==> src/primary_regs_defs.vh <==
// Offsets, field positions and reset values of the primary configuration and control registers
`ifndef PRIMARY_REGS_DEFS_VH
`define PRIMARY_REGS_DEFS_VH

`define REG_ADDR_W              7
`define REG_DATA_W              16

`define OFS_PRIMARY_CONFIG      7'h04
`define OFS_PRIMARY_CONTROL     7'h06

`define RST_PRIMARY_CONFIG      16'h00C4
`define RST_PRIMARY_CONTROL     16'h0001

`define BIT_PARITY              0
`define BIT_LAST_MSG_INVALID    1

`define BIT_FAULT_B_CLEAR_MODE  7
`define BIT_FAULT_A_CLEAR_MODE  6
`define BIT_RX_PARITY_CHECK_EN  2

`define BIT_CLEAR_SECONDARY     6
`define BIT_CLEAR_PRIMARY       5
`define BIT_BLANK_REFRESH_REQ   3
`define BIT_BLANK_SELECT_REQ    2

`endif

==> src/primary_config_control_regs.v <==
// Primary configuration and run-time control registers with fault output handling
`timescale 1ns/100ps
`include "primary_regs_defs.vh"

module primary_config_control_regs #(
    parameter STICKY_W = 8
) (
    input  wire                       core_clk,
    input  wire                       rst_n,
    input  wire                       wr_en,
    input  wire [`REG_ADDR_W-1:0]     wr_addr,
    input  wire [`REG_DATA_W-1:0]     wr_data,
    input  wire                       rd_en,
    input  wire [`REG_ADDR_W-1:0]     rd_addr,
    output reg  [`REG_DATA_W-1:0]     rd_data,
    output reg                        rd_valid,
    output reg                        rd_hit,
    input  wire                       msg_done,
    input  wire                       msg_discarded,
    input  wire                       class_a_event,
    input  wire                       class_b_event,
    input  wire                       fault_a_set,
    input  wire                       fault_b_set,
    input  wire [STICKY_W-1:0]        sticky_set,
    input  wire [STICKY_W-1:0]        sticky_hold,
    output reg  [STICKY_W-1:0]        sticky_flags,
    output reg                        fault_out_a_n,
    output reg                        fault_out_b_n,
    output reg                        rx_parity_check_enable,
    output reg                        blank_time_select_request,
    output reg                        blank_time_refresh_request,
    output reg                        clear_secondary_sticky
);

    reg                        fault_b_clear_mode;
    reg                        fault_a_clear_mode;
    reg                        last_msg_invalid;
    reg                        clear_primary_sticky;

    wire                       wr_config;
    wire                       wr_control;
    reg  [`REG_DATA_W-1:0]     config_word;
    reg  [`REG_DATA_W-1:0]     control_word;
    reg  [`REG_DATA_W-1:0]     next_rd_data;
    reg                        next_rd_hit;
    reg                        next_fault_out_a_n;
    reg                        next_fault_out_b_n;
    // Read word before its parity bit is filled in
    reg  [`REG_DATA_W-1:0]     raw_rd_word;
    wire                       release_a;
    wire                       release_b;

    // Reset words kept whole so each field takes its own bit and no width is cut
    localparam [`REG_DATA_W-1:0] CONFIG_RESET  = `RST_PRIMARY_CONFIG;
    localparam [`REG_DATA_W-1:0] CONTROL_RESET = `RST_PRIMARY_CONTROL;

    assign wr_config  = wr_en && (wr_addr == `OFS_PRIMARY_CONFIG);
    assign wr_control = wr_en && (wr_addr == `OFS_PRIMARY_CONTROL);

    // Fault B clear mode
    always @(posedge core_clk) begin
        if (!rst_n) begin
            fault_b_clear_mode <= CONFIG_RESET[`BIT_FAULT_B_CLEAR_MODE];
        end else if (wr_config) begin
            fault_b_clear_mode <= wr_data[`BIT_FAULT_B_CLEAR_MODE];
        end
    end

    // Fault A clear mode
    always @(posedge core_clk) begin
        if (!rst_n) begin
            fault_a_clear_mode <= CONFIG_RESET[`BIT_FAULT_A_CLEAR_MODE];
        end else if (wr_config) begin
            fault_a_clear_mode <= wr_data[`BIT_FAULT_A_CLEAR_MODE];
        end
    end

    // Receive parity check enable; the transmit side never consults it
    always @(posedge core_clk) begin
        if (!rst_n) begin
            rx_parity_check_enable <= CONFIG_RESET[`BIT_RX_PARITY_CHECK_EN];
        end else if (wr_config) begin
            rx_parity_check_enable <= wr_data[`BIT_RX_PARITY_CHECK_EN];
        end
    end

    // Blanking time select request, a plain stored level
    always @(posedge core_clk) begin
        if (!rst_n) begin
            blank_time_select_request <= CONTROL_RESET[`BIT_BLANK_SELECT_REQ];
        end else if (wr_control) begin
            blank_time_select_request <= wr_data[`BIT_BLANK_SELECT_REQ];
        end
    end

    // Command bits live one cycle so each action fires exactly once
    // Writing 0 to a command bit leaves nothing behind
    always @(posedge core_clk) begin
        if (!rst_n) begin
            clear_primary_sticky <= CONTROL_RESET[`BIT_CLEAR_PRIMARY];
        end else begin
            clear_primary_sticky <= wr_control && wr_data[`BIT_CLEAR_PRIMARY];
        end
    end

    // Secondary clear pulse
    always @(posedge core_clk) begin
        if (!rst_n) begin
            clear_secondary_sticky <= CONTROL_RESET[`BIT_CLEAR_SECONDARY];
        end else begin
            clear_secondary_sticky <= wr_control && wr_data[`BIT_CLEAR_SECONDARY];
        end
    end

    // Refresh request pulse
    always @(posedge core_clk) begin
        if (!rst_n) begin
            blank_time_refresh_request <= CONTROL_RESET[`BIT_BLANK_REFRESH_REQ];
        end else begin
            blank_time_refresh_request <= wr_control && wr_data[`BIT_BLANK_REFRESH_REQ];
        end
    end

    // Outcome of the last message, kept until the next one ends
    // A message still in flight leaves the flag alone until it is judged
    // Reset shows a clean history
    always @(posedge core_clk) begin
        if (!rst_n) begin
            last_msg_invalid <= 1'b0;
        end else if (msg_done) begin
            last_msg_invalid <= msg_discarded;
        end
    end

    // Primary sticky flags; a new event beats a clear in the same cycle
    genvar i;
    generate
        for (i = 0; i < STICKY_W; i = i + 1) begin : g_sticky
            wire set_now;
            wire clear_now;

            // Per-flag set and clear terms
            assign set_now   = sticky_set[i];
            assign clear_now = clear_primary_sticky && !sticky_hold[i];

            always @(posedge core_clk) begin
                if (!rst_n) begin
                    sticky_flags[i] <= 1'b0;
                end else if (set_now) begin
                    sticky_flags[i] <= 1'b1;
                end else if (clear_now) begin
                    sticky_flags[i] <= 1'b0;
                end
            end
        end
    endgenerate

    // Release terms; a clear that meets an active event in mode 1 is dropped, not retried
    // Each output keeps its own term so one class never blocks the other
    // fault A and fault B clear modes
    assign release_a = clear_primary_sticky && (!fault_a_clear_mode || !class_a_event);
    assign release_b = clear_primary_sticky && (!fault_b_clear_mode || !class_b_event);

    // Fault A next value; an assert request wins over a clear in the same cycle
    always @* begin
        next_fault_out_a_n = fault_out_a_n;
        if (fault_a_set) begin
            next_fault_out_a_n = 1'b0;
        end else if (release_a) begin
            next_fault_out_a_n = 1'b1;
        end
    end

    // Fault B next value; same priority as fault A
    always @* begin
        next_fault_out_b_n = fault_out_b_n;
        if (fault_b_set) begin
            next_fault_out_b_n = 1'b0;
        end else if (release_b) begin
            next_fault_out_b_n = 1'b1;
        end
    end

    // Fault A output, released after reset
    always @(posedge core_clk) begin
        if (!rst_n) begin
            fault_out_a_n <= 1'b1;
        end else begin
            fault_out_a_n <= next_fault_out_a_n;
        end
    end

    // Fault B output, released after reset
    always @(posedge core_clk) begin
        if (!rst_n) begin
            fault_out_b_n <= 1'b1;
        end else begin
            fault_out_b_n <= next_fault_out_b_n;
        end
    end

    // Configuration word before parity; reserved bits read as zero
    always @* begin
        config_word = 16'h0000;
        config_word[`BIT_FAULT_B_CLEAR_MODE] = fault_b_clear_mode;
        config_word[`BIT_FAULT_A_CLEAR_MODE] = fault_a_clear_mode;
        config_word[`BIT_RX_PARITY_CHECK_EN] = rx_parity_check_enable;
        config_word[`BIT_LAST_MSG_INVALID]   = last_msg_invalid;
    end

    // Control word before parity; command bits read back as they stand
    // A command bit therefore reads 1 only in its own action cycle
    always @* begin
        control_word = 16'h0000;
        control_word[`BIT_CLEAR_SECONDARY]   = clear_secondary_sticky;
        control_word[`BIT_CLEAR_PRIMARY]     = clear_primary_sticky;
        control_word[`BIT_BLANK_REFRESH_REQ] = blank_time_refresh_request;
        control_word[`BIT_BLANK_SELECT_REQ]  = blank_time_select_request;
        control_word[`BIT_LAST_MSG_INVALID]  = last_msg_invalid;
    end

    // Read mux; unmapped addresses return zero with rd_hit low
    always @* begin
        raw_rd_word = 16'h0000;
        next_rd_hit = 1'b0;
        case (rd_addr)
            `OFS_PRIMARY_CONFIG: begin
                raw_rd_word = config_word;
                next_rd_hit = 1'b1;
            end
            `OFS_PRIMARY_CONTROL: begin
                raw_rd_word = control_word;
                next_rd_hit = 1'b1;
            end
            default: begin
                raw_rd_word = 16'h0000;
                next_rd_hit = 1'b0;
            end
        endcase
    end

    // Parity stage; only mapped words carry parity, so an unmapped read stays all zero
    always @* begin
        next_rd_data = raw_rd_word;
        if (next_rd_hit) begin
            next_rd_data[`BIT_PARITY] = ~(^raw_rd_word[`REG_DATA_W-1:1]);
        end
    end

    // Read strobe answered exactly one cycle later
    // Unmapped addresses are answered too, so the host never waits
    always @(posedge core_clk) begin
        if (!rst_n) begin
            rd_valid <= 1'b0;
        end else begin
            rd_valid <= rd_en;
        end
    end

    // Registered read port; data holds until the next read
    always @(posedge core_clk) begin
        if (!rst_n) begin
            rd_data <= 16'h0000;
            rd_hit  <= 1'b0;
        end else if (rd_en) begin
            rd_data <= next_rd_data;
            rd_hit  <= next_rd_hit;
        end
    end

endmodule // primary_config_control_regs

==> config.mk <==
export PLATFORM = sky130hd
export DESIGN_NAME = primary_config_control_regs
export DESIGN_NICKNAME = d
export VERILOG_FILES = /design/src/primary_config_control_regs.v
export VERILOG_INCLUDE_DIRS = /design/src /design/src/src
export SDC_FILE = /design/constraint.sdc
export NUM_CORES = 1
export LEC_CHECK = 0
export BUFFER_PORTS_ARGS = -buffer_cell sky130_fd_sc_hd__buf_2
export CAP_MARGIN = 20
export CORE_MARGIN = 2
export CORE_UTILIZATION = 35
export DETAILED_ROUTE_END_ITERATION = 16
export GPL_TIMING_DRIVEN = 0
export MAX_ROUTING_LAYER = met4
export PLACE_DENSITY = 0.71
export RECOVER_POWER = 25
export SLEW_MARGIN = 15
export SYNTH_ARGS = -nofsm -noshare
export SYNTH_HDL_FRONTEND = slang
export SYNTH_SLANG_ARGS = --single-unit
==> constraint.sdc <==
create_clock -name core_clk -period 1.55 [get_ports core_clk]
set_input_delay 0.0775 -clock core_clk [delete_from_list [all_inputs] [get_ports core_clk]]
set_output_delay 0.0775 -clock core_clk [all_outputs]
set_load 0.01 [all_outputs]
==> results of run 1 <==
[worst register-to-register path, delay by kind of cell (launching register included)]
family           cells  cell delay [ps]
AO/OA/AOI/OAI        2              520
XOR/XNOR             1              180
flip-flops           1              360
AND/OR/NAND/NOR      1              210
[what timing repair did]
item	in CTS	in global routing
hold endpoints to repair	17	0
setup endpoints to repair	0	2
hold buffers	19	0
gates resized for setup	0	1
[logic make-up after synthesis]
| kind of cell | after synthesis | share of synthesized area |
|---|---|---|
| AO/OA/AOI/OAI | 22 | 0.104 |
| XOR/XNOR | 3 | 0.0223 |
| buffers and inverters | 19 | 0.0892 |
| flip-flops | 27 | 0.459 |
| multiplexers | 8 | 0.0701 |
| other | 1 | 0.00318 |
| AND/OR/NAND/NOR | 54 | 0.253 |
[final cells by class]
cell class                 instances  area [µm²]
inverter                           6        22.5
fill                             317        1470
sequential                        27         541
clock inverter                     1        5.00
buffer                            13        82.6
timing repair buffer              85         510
clock buffer                       3        22.5
multi-input combinational         96         569
tap                               46        57.6
[metal layers]
layer | part of all wire | global-route usage | wire length (µm) | up-vias
li1 | - | - | - | 628
met1 | 0.41 | 0.182 | 1200 | 518
met2 | 0.51 | 0.283 | 1480 | 45
met3 | 0.073 | 0.0414 | 213 | 2
met4 | 0.0041 | 0.0456 | 12 | 0
met5 | 0 | - | 0 | -
[flip-flops by register name, summed over array words and instances (netlist names)]
signal                      flops
fault_a_clear_mode              1
clear_primary_sticky            1
sticky_flags                    8
clear_secondary_sticky          1
fault_out_a_n                   1
rd_valid                        1
last_msg_invalid                1
fault_out_b_n                   1
blank_time_select_request       1
rx_parity_check_enable          1
rd_hit                          1
blank_time_refresh_request      1
rd_data                         7
fault_b_clear_mode              1
[power by group]
group	switching, mW	internal, mW
combinational	0.0878	0.122
sequential	0.0112	0.717
clock	0.203	0.0964
[through the flow]
step | area, µm² | cells
after floorplan | 1210 | 142
after global placement | 1600 | 254
after detailed placement | 1600 | 254
after CTS | 1810 | 277
after global routing | 1810 | 277
final | 1810 | 277
[cell usage in the layout, fill, tap and decap left out]
cell type / n
a211oi_1: 1
a21oi_1: 16
a221o_1: 1
and2_1: 1
and4bb_1: 1
buf_2: 58
buf_4: 9
clkbuf_1: 12
clkbuf_4: 3
clkinv_1: 1
clkinv_2: 1
conb_1: 9
dfxtp_1: 27
dlygate4sd3_1: 19
inv_1: 5
mux2_2: 2
mux2i_1: 6
nand2_1: 5
nand2b_1: 15
nand3_1: 4
nand4_1: 3
nand4b_1: 1
nor2_1: 16
nor2b_1: 2
nor3_1: 1
nor4b_2: 1
o211ai_1: 2
o21ai_0: 2
or2_2: 2
or4b_1: 2
xor2_1: 3
[worst paths after layout]
kind	from	end	slack (ps)	cells past startpoint
max	wr_addr[5]	fault_b_clear_mode	140	6
min reg2reg	rd_data[2]	rd_data[2]	480	2
min	rd_en	rd_valid	50	2
max reg2reg	clear_primary_sticky	rd_data[0]	180	4
==> summary.md, run 1 <==
| Metric | Value |
|---|---|
| Total power | 1.24 mW |
| Tot GR Track Use | 0.162 |
| CP max stage cell | dlygate4sd3_1 |
| Fin crit period | 1410 ps |
| YS warnings | 0 |
| Yosys top cell by area | dfxtp_1 |
| ANT cells | 0 |
| Port Buffers | 66 |
| Critical path's top delay family | buffers and inverters |
| Critical path fanouts, max | 4 |
| Core Region | 3280 µm² |
| CTS tree | built |
| Total wire length | 2910 µm |
| GP Congestion | 0.737 |
| Die Area | 3850 µm² |
| Worst-Skew Late Latency | 310 ps |
| Asr flop ratio synth | 0 |
| Row cnt | 21 |
| EDFF count, synth | 0 |
| Setup TNS | 0 ps |
| Buf/Inv on CP | 2 |
| Syn-to-layout area delta | 53.6% |
| Initial core utilization | 0.359 |
| DRT Pass-1 Iters | 4 |
| Number of DRC markers in iteration 0 | 24 |
| Grt ovf | 0 |
| Post-CTS Setup Repair Bufs | 0 |
| Layout net count | 288 |
| Max_slew headroom | 0.521 |
| Cells after Synth | 134 |
| Share of layout cells above drive strength 1 | 0.329 |
| Pin slew with the least headroom to its limit | 713 ps |
| Final slew viol count | 0 |
| Drt via density | 4.31 |
| Critical path required time | 1770 ps |
| Die Y | 62.0 µm |
| # Max-Cap Violations | 0 |
| Fmax | 0.710 GHz |
| Final critical-path share of the clock period | 0.909 |
| Flops & latches, synth | 27 |
| Startpoint types | input pin |
| Worst min path class | input pin to register |
| Leak pwr | 0.870 nW |
| Worst setup EP type | register |
| Vias in the first global route | 1075 |
| Layout Utilization | 0.551 |
| Seq/Total Area, Yosys | 0.459 |
| I/O pin count | 88 |
| Most frequent cell after synthesis | dfxtp_1 |
| Main area contributors after synthesis | dfxtp_1 (46%), nand2b_1 (8.0%), a21oi_1 (6.8%) |
| H-tree Lvls | 1 |
| Clock transition at the registers of the reported paths | 140 ps |
| Final hold vios | 0 |
| Post-synth top cells | dfxtp_1 (27), a21oi_1 (16), nor2_1 (16) |
| Syn Std Cell Area | 1180 µm² |
| Worst path max stage delay | 570 ps |
| Clock buffer count from CTS | 3 |
| Pre-CTS setup slack | -142 ps |
| Die X-Extent | 62.0 µm |
| Avg Synthesized Cell Area | 8.80 µm² |
| Top cell type's share of synthesized area | 0.459 |
| Routed wire per std cell | 10.5 µm |
| Post-DRT Antenna Nets | 0 |
| VDD IR max | 0.000447 V |
| Worst Hold Slack | 47.6 ps |
| Number of distinct library cells after synthesis | 27 |
| Layout Skew | 2.55 ps |
| Clock Tree Buf Depth | 2 |
| Crit path DAT | 1630 ps |
| Critical Setup Path Class | input pin to register |
| Hpwl dp | 2060 µm |
| Routed vias | 1193 |
| Largest net degree at the start of global routing | 16 |
| Clk root buf | clkbuf_4 |
| Initial antenna violation count | 0 |
| Crit path cell chain | buf_2 > nor4b_2 > nand4b_1 > mux2i_1 > nand2_1 > dlygate4sd3_1 |
| P per Cell Area | 683 nW/µm² |
| Outcome | finished, final reports clean |
| Worst setup margin | 141 ps |
| First-pass GRT wire length | 4420 µm |
| Main synth FF type | dfxtp_1 |
| Clock tree sinks | 27 |
| Setup violations, final | 0 |
| DRC | 0 |
| RSZ-0062 raised after global routing | no |
No activity file was read; power rests on OpenSTA's default activity.
==> run 2: changes to the inputs <==
ABC_AREA = 1   (was default)
CORE_UTILIZATION = 40   (was 35)
PLACE_DENSITY = 0.76   (was 0.71)
TNS_END_PERCENT = 100   (was default)
clock period = 1.45 ns   (was 1.55 ns; I/O delays follow)
==> summary.md, run 2 <==
| Metric | Value |
|---|---|
| Outcome | finished, final reports clean (unchanged) |
| First-pass GRT wire length | 4290 µm (was 4420 µm) |
| Yosys top cell by area | dfxtp_1 (unchanged) |
| GRT busiest layer | met2 (unchanged) |
| Pint | 0.999 mW (was 0.935 mW) |
| # Max-Cap Violations | 0 (unchanged) |
| Die X-Extent | 59.5 µm (was 62.0 µm) |
| Clock tree sinks | 27 (unchanged) |
| Die Area | 3540 µm² (was 3850 µm²) |
| RSZ-0062 raised after global routing | no (unchanged) |
| Core Region | 2980 µm² (was 3280 µm²) |
| I/O pin count | 88 (unchanged) |
| Final Non-Filler Cells | 289 (was 277) |
| EDFF count, synth | 0 (unchanged) |
| Synth Area in Compound Gates | 0.128 (was 0.104) |
| Post-synthesis simple-gate area fraction | 0.279 (was 0.253) |
| Final slew viol count | 0 (unchanged) |
| Number of flip-flops in the largest register | 8 (unchanged) |
| Share of layout cells above drive strength 1 | 0.363 (was 0.329) |
| CTS tree | built (unchanged) |
| Setup violations, final | 0 (unchanged) |
| Post_cts resized | 0 (unchanged) |
| Mux contribution to synthesized area | 0 (was 0.0701) |
| Row cnt | 20 (was 21) |
| Port Buffers | 67 (was 66) |
| Final critical-path share of the clock period | 0.880 |
| Leak pwr | 0.994 nW (was 0.870 nW) |
| Avg Synthesized Cell Area | 7.69 µm² (was 8.80 µm²) |
| Die Y | 59.5 µm (was 62.0 µm) |
| Most frequent cell after synthesis | nand2_1 (was dfxtp_1) |
| Met2 Use GR | 0.275 (was 0.283) |
| Vias in the first global route | 1064 (was 1075) |
| Commonest non-fill, non-tap cell in the layout | buf_2 (unchanged) |
| Worst setup EP type | register (unchanged) |
| Pre-CTS setup slack | 233 ps (was -142 ps) |
| YS warnings | 0 (unchanged) |
| Clock Tree Buf Depth | 2 (unchanged) |
| Flop pwr share | 0.582 (was 0.588) |
| Post-synth top cells | nand2_1 (29), dfxtp_1 (27), inv_1 (20) (was dfxtp_1 (27), a21oi_1 (16), nor2_1 (16)) |
| Fin crit period | 1280 ps |
| DRT Pass-1 Iters | 4 (unchanged) |
| DRC | 0 (unchanged) |
| Hpwl dp | 2100 µm (was 2060 µm) |
| Flops & latches, synth | 27 (unchanged) |
| Post-CTS Setup Repair Bufs | 0 (unchanged) |
| Post-DRT Antenna Nets | 0 (unchanged) |
| Worst min path class | input pin to register (unchanged) |
| Most flops, register | sticky_flags (unchanged) |
| Clk root buf | clkbuf_4 (unchanged) |
| Seq/Total Area, Yosys | 0.439 (was 0.459) |
| Routed vias | 1282 (was 1193) |
| Fmax | 0.784 GHz |
| Number of DRC markers in iteration 0 | 47 (was 24) |
| Asr flop ratio synth | 0 (unchanged) |
| Startpoint types | register (was input pin) |
| Clock power share | 0.243 (was 0.242) |
| Main synth FF type | dfxtp_1 (unchanged) |
| Sw Share | 0.252 (was 0.244) |
| Initial core utilization | 0.413 (was 0.359) |
| GP Congestion | 0.756 (was 0.737) |
| H-tree Lvls | 1 (unchanged) |
| Clock buffer count from CTS | 3 (unchanged) |
| Total power | 1.33 mW (was 1.24 mW) |
| Main area contributors after synthesis | dfxtp_1 (44%), nand2_1 (8.8%), nand3_1 (6.5%) (was dfxtp_1 (46%), nand2b_1 (8.0%), a21oi_1 (6.8%)) |
| CTS Hold Buffers Added | 17 (was 19) |
| Most frequent cells in the layout | buf_2 (67), nand2_1 (32), dfxtp_1 (27), inv_1 (21) (was buf_2 (58), dfxtp_1 (27), dlygate4sd3_1 (19), nor2_1 (16), a21oi_1 (16)) |
| Syn Std Cell Area | 1230 µm² (was 1180 µm²) |
| Layout Skew | 13.6 ps (was 2.55 ps) |
| Number of distinct library cells after synthesis | 24 (was 27) |
| Multi-input gate area | 532 µm² (was 569 µm²) |
| Final hold vios | 0 (unchanged) |
| Setup TNS | 0 ps (unchanged) |
| Crit path DAT | 1550 ps (was 1630 ps) |
| Initial antenna violation count | 0 (unchanged) |
| Grt ovf | 0 (unchanged) |
| Largest net degree at the start of global routing | 17 (was 16) |
| Syn-to-layout area delta | 47.7% (was 53.6%) |
| Top cell type's share of synthesized area | 0.439 (was 0.459) |
| Layout net count | 313 (was 288) |
| Placed insts | 268 (was 254) |
| Worst-Skew Late Latency | 330 ps (was 310 ps) |
| Total wire length | 2780 µm (was 2910 µm) |
| Met3 Use GR | 0.0437 (was 0.0414) |
| VDD IR max | 0.000413 V (was 0.000447 V) |
| Critical path required time | 1720 ps (was 1770 ps) |
| ANT cells | 0 (unchanged) |
| Comb power frac | 0.174 (was 0.169) |
| Drt via density | 4.44 (was 4.31) |
| Fill count | 277 (was 317) |
| Worst Hold Slack | 20.8 ps (was 47.6 ps) |
| Critical path fanouts, max | 5 (was 4) |
| P per Cell Area | 734 nW/µm² (was 683 nW/µm²) |
| Cells after Synth | 160 (was 134) |
| Reg area | 541 µm² (unchanged) |
| Routed wire per std cell | 9.62 µm (was 10.5 µm) |
| Critical Setup Path Class | register to register (was input pin to register) |
| Clock transition at the registers of the reported paths | 150 ps (was 140 ps) |
| Psw | 0.336 mW (was 0.302 mW) |
| Adder-cell share of the synthesized area | 0 (unchanged) |
| Top Registers | sticky_flags: 8 flops, rd_data: 7 flops (unchanged) |
| Grt met1 use | 0.183 (was 0.182) |
| Tot GR Track Use | 0.162 (about the same) |
| Largest family of logic cells by synthesized area | simple AND/OR/NAND/NOR gates (unchanged) |
| Xor/xnor share of the synthesized area | 0.00711 (was 0.0223) |
| Worst setup margin | 174 ps (was 141 ps) |
run 2: cell types whose count changed in the layout (fill, tap and decap cells not counted), sizes merged, moves of 3 or more:
cell / delta
nor2: -7
nand2b: -15
buf: +9
mux2i: -6
inv: +20
clkbuf: -10
nand3: +14
nand2: +30
nand4: -3
a21oi: -4
xor2: -3
o21ai: +14
run 2: path summary, 6_finish.rpt:
check / end / from / depth (start not counted) / slack, ps
hold reg to reg: rd_hit / rd_hit / 2 / 460
hold / removal: sticky_flags[0] / sticky_hold[0] / 3 / 20
setup reg to reg: last_msg_invalid / last_msg_invalid / 3 / 170
setup / recovery: last_msg_invalid / last_msg_invalid / 3 / 170
run 2: worst max-delay path, stage by stage, from the launching register on:
cell,delay (ps)
dfxtp_1,440
o21ai_0,120
a21oi_1,130
dlygate4sd3_1,550
run 2: final cells by class:
type                            count  share of cell area
Buffer                             11              0.0413
Tap cell                           33              0.0227
Sequential cell                    27               0.297
Clock inverter                      1             0.00413
Inverter                           25              0.0516
Clock buffer                        3              0.0124
Multi-Input combinational cell    105               0.292
Timing Repair Buffer               84               0.278
run 2: metal layers:
layer	routed length, µm	part of all wire	up-vias
li1	-	-	681
met1	1140	0.41	554
met2	1430	0.51	42
met3	175	0.063	5
met4	38	0.014	0
met5	0	0	-
run 2: kinds of logic after synthesis:
logic type	after synthesis
compound gates	30
xor+xnor	1
buf+inv	36
flops	27
other cells	1
simple gates	65
run 2: power groups by stage:
stage | clock [mW] | sequential (mW) | combinational, mW
2_1_floorplan | 0 | 0.805 | 0.0950
3_3_place_gp | 0 | 0.793 | 0.197
3_5_place_dp | 0 | 0.794 | 0.200
4_1_cts | 0.343 | 0.778 | 0.236
5_1_grt | 0.373 | 0.780 | 0.260
6_report | 0.325 | 0.777 | 0.233
run 2: metrics by stage:
step | cell area [µm²] | utilization
after floorplan | 1260 | -
after global placement | 1640 | 0.550
after detailed placement | 1640 | 0.550
after global routing | 1820 | 0.611
final | 1820 | 0.611
after CTS | 1840 | 0.617
